### config.mk
export PLATFORM = sky130hd
export DESIGN_NAME = acq_start_trig_ctrl
export DESIGN_NICKNAME = d
export VERILOG_FILES = /design/src/edge_sync.v /design/src/acq_start_trig_ctrl.v
export VERILOG_INCLUDE_DIRS = /design/src /design/src/src
export SDC_FILE = /design/constraint.sdc
export NUM_CORES = 1
export LEC_CHECK = 0
export BUFFER_PORTS_ARGS = -buffer_cell sky130_fd_sc_hd__buf_2
export CAP_MARGIN = 20
export CORE_MARGIN = 1.5
export CORE_UTILIZATION = 44
export DETAILED_ROUTE_END_ITERATION = 10
export GPL_TIMING_DRIVEN = 0
export PLACE_DENSITY = 0.78
export RECOVER_POWER = 25
export SLEW_MARGIN = 20
export SYNTH_ARGS = -nofsm -noshare
export SYNTH_HDL_FRONTEND = slang
export SYNTH_HIERARCHICAL = 1
export SYNTH_SLANG_ARGS = --single-unit
### constraint.sdc
create_clock -name clk_sys -period 2.3 [get_ports clk_sys]
set_clock_uncertainty 0.05 [all_clocks]
set_input_delay 0.23 -clock clk_sys [delete_from_list [all_inputs] [get_ports clk_sys]]
set_output_delay 0.23 -clock clk_sys [all_outputs]
set_load 0.02 [all_outputs]
### src/acq_trig_defs.vh
`ifndef ACQ_TRIG_DEFS_VH
`define ACQ_TRIG_DEFS_VH

// Register byte offsets
`define REG_CTRL 12'h000
`define REG_FRAME_COUNT 12'h004
`define REG_CMD 12'h008
`define REG_STATUS 12'h00C

// Control register fields
`define CTRL_TRIG_MODE 0
`define CTRL_SRC_LINE 1
`define CTRL_FALLING 2
`define CTRL_SEL_ACQ 3
`define CTRL_CONTINUOUS 4
`define CTRL_WIDTH 5
`define CTRL_RESET 5'h08

// Command register fields, write-one pulses
`define CMD_SW_TRIG 0
`define CMD_ACQ_START 1
`define CMD_ACQ_STOP 2

// Status register fields
`define STAT_WAIT_ACQ 0
`define STAT_WAIT_FRAME 1
`define STAT_ARMED 2
`define STAT_COUNT_LSB 8

`define FRAME_COUNT_RESET 8'h01
`define FRAME_COUNT_MIN 8'h01

`endif

### src/edge_sync.v
`timescale 1ns/10ps
`default_nettype none

// Two-flop synchroniser plus edge detector, one pulse per rising edge, or per falling edge when falling is set
module edge_sync
(
    input wire clk_sys,
    input wire rst,
    input wire sig_in,
    input wire falling,
    output reg edge_pulse
);
    reg meta_q;
    reg sync_q;
    reg prev_q;

    always @(posedge clk_sys)
    begin
        if (rst)
        begin
            meta_q <= 1'b0;
            sync_q <= 1'b0;
            prev_q <= 1'b0;
            edge_pulse <= 1'b0;
        end
        else
        begin
            meta_q <= sig_in;
            sync_q <= meta_q;
            prev_q <= sync_q;
            edge_pulse <= falling ? (prev_q & ~sync_q) : (~prev_q & sync_q);
        end
    end
endmodule // edge_sync

`default_nettype wire

### src/acq_start_trig_ctrl.v
// Notes on behaviour
// - Each software trigger command with selector on acquisition start is one trigger.
// - Trigger mode on: start waiting for acquisition start, ignore frame triggers.
// - Acquisition start trigger moves the state to waiting for frame start.
// - Count accepted frame triggers; return to waiting when count reaches setting. Code returns only in trigger mode on, else stays waiting for frame start.
// - Each further valid acquisition start trigger re-enters waiting for frame start.
// - Line source uses external input line 1 as acquisition start trigger.
// - Line source edge is rising or falling as selected by polarity.
// - Frame count setting lies in 1 to 255; counter is eight bits.
// - Trigger mode off: acquisition start triggers are made internally.
//
// The implementer's own choices: the register offsets and the APB register port.
`timescale 1ns/10ps
`default_nettype none
`include "acq_trig_defs.vh"

module acq_start_trig_ctrl
#(
    parameter CNT_W = 8
)
(
    input wire clk_sys,
    input wire rst,
    input wire psel,
    input wire penable,
    input wire pwrite,
    input wire [11:0] paddr,
    input wire [31:0] pwdata,
    input wire [3:0] pstrb,
    output wire pready,
    output wire pslverr,
    output reg [31:0] prdata,
    input wire ext_acq_start_trig_in,
    input wire frame_start_trig,
    output wire frame_trig_accept,
    output wire wait_frame_start,
    output wire acq_start_pulse
);
    localparam ST_IDLE = 3'b001;
    localparam ST_WAIT_ACQ = 3'b010;
    localparam ST_WAIT_FRAME = 3'b100;

    reg [2:0] state_q;
    reg [2:0] state_d;
    reg [`CTRL_WIDTH-1:0] ctrl_q;
    reg [CNT_W-1:0] frame_count_q;
    reg [CNT_W-1:0] frames_q;
    reg [CNT_W-1:0] frames_d;
    reg sw_trig_q;
    reg start_cmd_q;
    reg stop_cmd_q;
    wire line_pulse;
    wire trig_event;
    wire wr_en;
    wire rd_en;
    wire wr_low;
    wire sel_ctrl;
    wire sel_count;
    wire sel_cmd;
    wire sel_status;
    wire acq_taken;
    wire [CNT_W-1:0] count_wr;

    function is_reg;
        input [11:0] a;
        begin
            is_reg = (a == `REG_CTRL) || (a == `REG_FRAME_COUNT) || (a == `REG_CMD) || (a == `REG_STATUS);
        end
    endfunction

    // Zero is not a legal frame count, so it is stored as one
    function [CNT_W-1:0] clamp_count;
        input [CNT_W-1:0] v;
        begin
            if (v < `FRAME_COUNT_MIN)
                clamp_count = `FRAME_COUNT_MIN;
            else
                clamp_count = v;
        end
    endfunction

    // Status word: waiting flags, armed flag, frames counted so far
    function [31:0] status_word;
        input [2:0] cur_state;
        input [CNT_W-1:0] frame_cnt;
        begin
            status_word = 32'h00000000;
            status_word[`STAT_WAIT_ACQ] = cur_state[1];
            status_word[`STAT_WAIT_FRAME] = cur_state[2];
            status_word[`STAT_ARMED] = ~cur_state[0];
            status_word[`STAT_COUNT_LSB +: CNT_W] = frame_cnt;
        end
    endfunction

    assign pready = 1'b1;
    assign pslverr = psel & penable & ~is_reg(paddr);
    assign wr_en = psel & penable & pwrite & is_reg(paddr);
    assign rd_en = psel & ~penable & ~pwrite;
    assign wr_low = wr_en & pstrb[0];
    assign sel_ctrl = (paddr == `REG_CTRL);
    assign sel_count = (paddr == `REG_FRAME_COUNT);
    assign sel_cmd = (paddr == `REG_CMD);
    assign sel_status = (paddr == `REG_STATUS);
    assign count_wr = clamp_count(pwdata[CNT_W-1:0]);

    edge_sync u_edge_sync
    (
        .clk_sys(clk_sys),
        .rst(rst),
        .sig_in(ext_acq_start_trig_in),
        .falling(ctrl_q[`CTRL_FALLING]),
        .edge_pulse(line_pulse)
    );

    // Trigger source mux; internal trigger when trigger mode is off
    assign trig_event = ~ctrl_q[`CTRL_TRIG_MODE] ? 1'b1 :
        (ctrl_q[`CTRL_SRC_LINE] ? line_pulse : sw_trig_q);

    assign wait_frame_start = state_q[2];
    assign frame_trig_accept = state_q[2] & frame_start_trig;
    // A stop in the same cycle wins, so no start is reported then
    assign acq_taken = state_q[1] & trig_event & ~stop_cmd_q;
    assign acq_start_pulse = acq_taken;

    always @*
    begin
        state_d = state_q;
        frames_d = frames_q;
        case (state_q)
            ST_IDLE:
            begin
                frames_d = {CNT_W{1'b0}};
                if (start_cmd_q)
                    state_d = ST_WAIT_ACQ;
            end
            ST_WAIT_ACQ:
            begin
                frames_d = {CNT_W{1'b0}};
                if (stop_cmd_q)
                    state_d = ST_IDLE;
                else if (trig_event)
                    state_d = ST_WAIT_FRAME;
            end
            ST_WAIT_FRAME:
            begin
                if (stop_cmd_q)
                    state_d = ST_IDLE;
                else if (frame_start_trig)
                begin
                    frames_d = frames_q + 1'b1;
                    if (ctrl_q[`CTRL_TRIG_MODE] && (frames_d >= frame_count_q))
                    begin
                        state_d = ST_WAIT_ACQ;
                        frames_d = {CNT_W{1'b0}};
                    end
                end
            end
            default:
            begin
                state_d = ST_IDLE;
                frames_d = {CNT_W{1'b0}};
            end
        endcase
    end

    always @(posedge clk_sys)
    begin
        if (rst)
        begin
            state_q <= ST_IDLE;
            frames_q <= {CNT_W{1'b0}};
            ctrl_q <= `CTRL_RESET;
            frame_count_q <= `FRAME_COUNT_RESET;
        end
        else
        begin
            state_q <= state_d;
            frames_q <= frames_d;
            if (wr_low && sel_ctrl)
                ctrl_q <= pwdata[`CTRL_WIDTH-1:0];
            if (wr_low && sel_count)
                frame_count_q <= count_wr;
        end
    end

    // Command bits live one cycle only, so a later write cannot replay them
    always @(posedge clk_sys)
    begin
        if (rst)
        begin
            sw_trig_q <= 1'b0;
            start_cmd_q <= 1'b0;
            stop_cmd_q <= 1'b0;
        end
        else if (wr_low && sel_cmd)
        begin
            sw_trig_q <= pwdata[`CMD_SW_TRIG] & ctrl_q[`CTRL_SEL_ACQ];
            start_cmd_q <= pwdata[`CMD_ACQ_START];
            stop_cmd_q <= pwdata[`CMD_ACQ_STOP];
        end
        else
        begin
            sw_trig_q <= 1'b0;
            start_cmd_q <= 1'b0;
            stop_cmd_q <= 1'b0;
        end
    end

    // Read data registered in setup cycle
    always @(posedge clk_sys)
    begin
        if (rst)
            prdata <= 32'h00000000;
        else if (rd_en)
        begin
            if (sel_ctrl)
                prdata <= {{(32-`CTRL_WIDTH){1'b0}}, ctrl_q};
            else if (sel_count)
                prdata <= {{(32-CNT_W){1'b0}}, frame_count_q};
            else if (sel_status)
                prdata <= status_word(state_q, frames_q);
            else
                prdata <= 32'h00000000;
        end
    end
endmodule // acq_start_trig_ctrl

`default_nettype wire

==> results of run 1 <==
synth_stat cells, types with 2 or more instances:
library cell	count
nand4_1	3
and2_1	4
nor3_1	6
buf_1	2
nor3b_1	3
clkbuf_1	9
mux2i_1	18
o21a_1	2
buf_4	17
buf_2	3
nand2b_1	2
a22oi_1	8
xnor2_1	3
nand2_1	27
conb_1	2
and3_1	3
nor4_4	3
nor4_1	3
nand3_1	18
a31oi_1	4
a21oi_1	15
nor2b_1	7
nand3b_1	4
o21ai_0	4
nor2_1	33
inv_1	11
xor2_1	4
dfxtp_1	47
ha_1	9
metal layers:
metal  vias up  track usage (%)  wire, um
met1      1140            26.12      2878
li1       1160                -         -
met2       128            34.96      3476
met3        38            4.419       506
met5         -                0         0
met4         0            7.321       342
registers in the layout, summed over array words and instances (netlist names):
register                flops
u_edge_sync/prev_q          1
prdata                     16
state_q                     3
u_edge_sync/edge_pulse      1
frame_count_q               8
ctrl_q                      5
frames_q                    8
sw_trig_q                   1
stop_cmd_q                  1
u_edge_sync/sync_q          1
start_cmd_q                 1
u_edge_sync/meta_q          1
power groups by stage:
stage,Sequential [mW],Clock [mW],Combinational [mW]
2_1_floorplan,0.835,0,0.0861
5_1_grt,0.809,0.591,0.147
4_1_cts,0.813,0.534,0.132
3_5_place_dp,0.836,0,0.131
6_report,0.808,0.541,0.135
3_3_place_gp,0.835,0,0.130
worst paths after layout:
check	slack, ps	end	cells after the start	startpoint
max reg2reg	-130	frames_q[5]	10	frames_q[1]
min reg2reg	400	u_edge_sync/sync_q	1	u_edge_sync/meta_q
max	-130	frames_q[5]	10	frames_q[1]
min	70	u_edge_sync/meta_q	2	ext_acq_start_trig_in
area by class of cell:
cell class | count | area [um^2] | share of cell area (%)
multi-input cells | 217 | 1530 | 45.77
flip-flops and latches | 47 | 967.2 | 28.93
repair buffers | 76 | 444.2 | 13.29
plain buffers | 28 | 178.9 | 5.352
well taps | 72 | 90.09 | 2.695
clock buffers | 5 | 68.82 | 2.058
inverters | 11 | 41.29 | 1.235
clock inverters | 3 | 22.52 | 0.6737
critical path: stages, from the launching register on:
cell	delay, ps
dfxtp_4	400
nand3_4	100
or2_4	270
xnor2_2	150
ha_1	330
a41o_1	210
a21oi_2	150
o32a_1	250
buf_6	150
nand3_2	70
a31oi_2	210
metrics by stage:
| step | util [%] | hold WS [ps] | instance area (um^2) |
|---|---|---|---|
| finish | 61.09 | 73.96 | 3343 |
| CTS | 58.85 | 70.13 | 3221 |
| detailed placement | 52.74 | 387.5 | 2887 |
| global placement | 52.74 | 371.3 | 2887 |
| floorplan | - | 242.4 | 2561 |
| global route | 61.09 | 62.70 | 3343 |
cell families (layout without fill, tap and decap cells):
kind of cell,count (synthesis),in the layout,synth area share [%]
compound gates,42,42,11.18
xor+xnor,7,7,2.467
fa+ha+maj,9,9,4.532
buf+inv,42,123,9.063
flops,47,47,37.86
mux,18,18,7.251
other cells,2,17,0.3022
simple gates,124,124,27.34
repair_timing:
| action | CTS | global route |
|---|---|---|
| hold endpoints to repair | 0 | 0 |
| pin swaps | 17 | 17 |
| buffers inserted | 19 | 9 |
| endpoints found under the setup margin | 10 | 10 |
| gates resized for setup | 24 | 19 |
| cloned | 1 | 0 |
==> flow_metrics.tcl, run 1 <==
set metrics [dict create \
    power_frac_seq_pct 54.5 \
    cts_made_buffers 5 \
    synthDistinctLibCells 46 \
    worst_slew_pin_slew_ps 560.4 \
    synth_ff_type "dfxtp_1" \
    violations "negative setup slack" \
    place_hpwl_mm 4.241 \
    clkTransAtPathRegs_ps 100 \
    layout_min_cycle_time_ps 2433 \
    portBuffers 47 \
    startpoint_type "flip-flop" \
    wl_mm 7.203 \
    fin_nets 450 \
    clockBufferDepth 2 \
    end_kind "flip-flop" \
    syn_area_per_cell_um2 8.539 \
    powerDensity_nw_per_um2 444.0 \
    cap_viol_max_count 0 \
    final_cell_mix "45 x buf_4, 40 x dfxtp_1, 39 x buf_2" \
    drc_errors 0 \
    fmax_mhz 410.9 \
    final_cell_count_no_fill 459 \
    hp-class "primary input to flip-flop" \
    fp.dieH_um 78.15 \
    postCtsHoldBufs 0 \
    pre_cts_slack_ps -364.6 \
    drv_slew 0 \
    finalSetupViolCount 8 \
    synth_cells 291 \
    ir_worst_vdd_mv 0.2637 \
    syn_to_final_growth_pct 34.54 \
    setup_tns_ps -738.0 \
    synth-edff-count 0 \
    ys.warnings.count 6 \
    syn_area_um2 2485 \
    critPathKind "flip-flop to flip-flop" \
    drt-initial-drc-count 250 \
    dpl.cell_count 425 \
    core_um2 5473 \
    wl_per_cell_um 15.69 \
    p_clk_share_pct 36.4 \
    status "finished with violations" \
    postRouteAntennaNets 0 \
    root_buffer "clkbuf_8" \
    synth_async_sr_flop_share_pct 0 \
    p_comb_share_pct 9.1 \
    layout_setup_ws_ps -133.4 \
    internal_power_mw 1.079 \
    ios 92 \
    yosysTopAreaCellShare_pct 37.87 \
    grt_max_degree 17 \
    antennaDiodeCount 0 \
    track_usage_pct 20.75 \
    leakage_nw 1.354 \
    ys_seq_elements 47 \
    place.gp.congestion 0.9104 \
    die_area_um2 6107 \
    first_pass_iters 4 \
    grt_pass1_vias 2232 \
    finalHoldViolations 0 \
    rsz0062_at_grt "yes" \
    p_sw_share_pct 27.32 \
    grt_pass1_wl_mm 10.13 \
    num_rows 27 \
    drive_gt1_share_pct 33.85 \
    crit_arrival_ps 2600 \
    cp_max_fo 5 \
    synth_top_area_cell "dfxtp_1" \
    via_per_inst 5.373 \
    relSlewSlack_pct 62.44 \
    fin_crit_sh_pct 105.8 \
    grt_overflow 0 \
    finalPower_mw 1.484 \
    switchingPower_mw 0.4056 \
    clkSinkCount 47 \
    initial_core_util_pct 45.40 \
    htreeDepth 2 \
    cts_tree "yes" \
    die_w_um 78.15 \
    clkLatencyLatePin_ps 310 \
    final.fill_count 463 \
    final_common_cell "buf_4" \
    seq_area_frac_synth_pct 37.87 \
    crit_required_ps 2470 \
    synth_area_leaders "dfxtp_1 38%, mux2i_1 7.3%, buf_4 5.1%, nor2_1 5.0%, ha_1 4.5%" \
    vias 2466 \
    antenna_found_initial 0 \
]
No activity file was read; power rests on OpenSTA's default activity.
==> run 2, diff against run 1 <==
Settings changed: CELL_PAD_IN_SITES_DETAIL_PLACEMENT set to 0, CELL_PAD_IN_SITES_GLOBAL_PLACEMENT set to 1, CORE_UTILIZATION 44 to 32, PLACE_DENSITY 0.78 to 0.79.
==> run 2 against run 1 <==
  * The run still ends with negative setup slack left
  * Combinational power about the same
  * Hold slack improved by 7.0 ps
  * Fmax increased by 3.5%
  * Flip-flop and latch count unchanged
  * Design area decreased by 0.22%
  * Non-clock buffer count decreased by 6
  * Via count decreased by 8.4%
  * Sequential share of layout area decreased by 0.16 points
  * Sequential power about the same
  * Worst setup slack improved by 83 ps
  * Largest cell class unchanged
  * Largest power group unchanged
  * Highest routed layer unchanged
==> flow_metrics.tcl, run 2 (synthesized netlist as in run 1, its figures left out) <==
set metrics [dict create \
    via_per_inst 4.706 \
    rr_worst_depth 10 \
    wl_per_cell_um 12.78 \
    cap_viol_max_count 0 \
    status "finished with violations" \
    drc_errors 0 \
    fmax_mhz 425.5 \
    powerDensity_nw_per_um2 442.0 \
    fin_nets 444 \
    worst_slew_pin_slew_ps 554.4 \
    track_usage_pct 14.93 \
    rrSetupSlack_ps -50 \
    final_cell_mix "40 x dfxtp_1, 39 x buf_2, 39 x buf_4" \
    place_hpwl_mm 4.391 \
    die_w_um 91.12 \
    ir_worst_vdd_mv 0.2035 \
    drt-initial-drc-count 105 \
    cp_max_fo 4 \
    cts_tree "yes" \
    regMostFlops "prdata" \
    final_cell_count_no_fill 480 \
    pre_cts_slack_ps -303.4 \
    hold_path_depth 2 \
    cp-startpoint "frames_q[0]" \
    largest_reg_flops 16 \
    dpl.cell_count 452 \
    crit_end "frames_q[2]" \
    finalSetupViolCount 5 \
    place.gp.congestion 0.7997 \
    final_common_cell "dfxtp_1" \
    num_rows 31 \
    r2r_end "frames_q[2]" \
    leakage_nw 1.343 \
    relSlewSlack_pct 62.84 \
    cts_made_buffers 5 \
    fin_crit_sh_pct 102.2 \
    hp-class "primary input to flip-flop" \
    end_kind "flip-flop" \
    drive_gt1_share_pct 32.81 \
    clockBufferDepth 2 \
    grt_pass1_wl_mm 10.02 \
    drv_slew 0 \
    largestRegisters "prdata: 16 flops, frame_count_q: 8 flops, frames_q: 8 flops" \
    wl_mm 6.135 \
    postCtsHoldBufs 0 \
    layout_min_cycle_time_ps 2350 \
    clkLatencyLatePin_ps 300 \
    syn_to_final_growth_pct 34.24 \
    first_pass_iters 4 \
    clkSinkCount 47 \
    grt_pass1_vias 2067 \
    portBuffers 47 \
    antennaDiodeCount 0 \
    critPathKind "flip-flop to flip-flop" \
    root_buffer "clkbuf_8" \
    grt_max_degree 15 \
    startpoint_type "flip-flop" \
    postRouteAntennaNets 0 \
    finalHoldViolations 0 \
    violations "negative setup slack" \
    fp.dieH_um 91.12 \
    antenna_found_initial 0 \
    crit_arrival_ps 2520 \
    ios 92 \
    layout_setup_ws_ps -50.28 \
    core_um2 7370 \
    vias 2259 \
    rsz0062_at_grt "yes" \
    die_area_um2 8303 \
    grt_overflow 0 \
    htreeDepth 2 \
    final.fill_count 738 \
    initial_core_util_pct 33.72 \
    clkTransAtPathRegs_ps 90 \
    crit_required_ps 2470 \
    reg2reg_from "frames_q[0]" \
]
-- run 2: worst min-delay path by stage --
stage	start	endpoint	slack (ps)
after floorplan	rst	u_edge_sync/edge_pulse	240
after global placement	u_edge_sync/meta_q	u_edge_sync/sync_q	370
after detailed placement	u_edge_sync/meta_q	u_edge_sync/sync_q	380
after CTS	ext_acq_start_trig_in	u_edge_sync/meta_q	80
after global routing	ext_acq_start_trig_in	u_edge_sync/meta_q	100
final	ext_acq_start_trig_in	u_edge_sync/meta_q	80
-- run 2: metal layers --
layer | share of wire [%] | global-route usage (%) | vias to the layer above
li1 | - | - | 1157
met3 | 4.3 | 2.680 | 7
met2 | 45 | 24.56 | 51
met4 | 0.99 | 3.516 | 0
met1 | 49 | 20.18 | 1044
met5 | 0 | 0 | -
-- run 2: layout make-up --
| class | instances | area, um^2 | area share, % |
|---|---|---|---|
| multi-input cells | 217 | 1538 | 46.10 |
| flip-flops and latches | 47 | 959.7 | 28.77 |
| repair buffers | 70 | 399.1 | 11.97 |
| plain buffers | 28 | 178.9 | 5.364 |
| well taps | 99 | 123.9 | 3.713 |
| clock buffers | 7 | 86.33 | 2.588 |
| inverters | 11 | 41.29 | 1.238 |
| clock inverters | 1 | 8.758 | 0.2626 |
-- run 2: metrics by stage --
step	instance area [um^2]	utilization [%]	hold slack [ps]	power [mW]	setup TNS, ps
floorplan	2561	-	242.4	0.9212	0
detailed placement	2920	39.63	378.9	0.9683	-2512
global route	3336	45.26	95.70	1.527	-960.6
CTS	3291	44.65	81.27	1.487	-126.6
global placement	2920	39.63	368.4	0.9673	-2281
finish	3336	45.26	81.01	1.475	-103.7
-- run 2: power by group --
group | switching [mW] | leakage (nW) | internal, mW | total, mW
registers | 0.000755 | 0.384 | 0.811 | 0.811
logic | 0.0839 | 0.910 | 0.0506 | 0.135
clock network | 0.282 | 0.0484 | 0.247 | 0.529
total | 0.367 | 1.34 | 1.11 | 1.47
-- run 2: critical path, cell delays in order, from the launching register on --
cell and delay [ps]:
dfxtp_4 390, nand3_4 90, or2_4 280, xnor2_2 130, ha_1 300, a41o_1 230, a21oi_2 150, o32a_1 260
buf_4 150, nand4b_1 80, a31oi_1 170
-- run 2: repair_timing --
action / in CTS / in global routing
gates resized for setup: 29 / 14
setup endpoints to repair: 10 / 10
gates cloned: 1 / 0
pin swaps: 21 / 14
setup buffers: 21 / 1
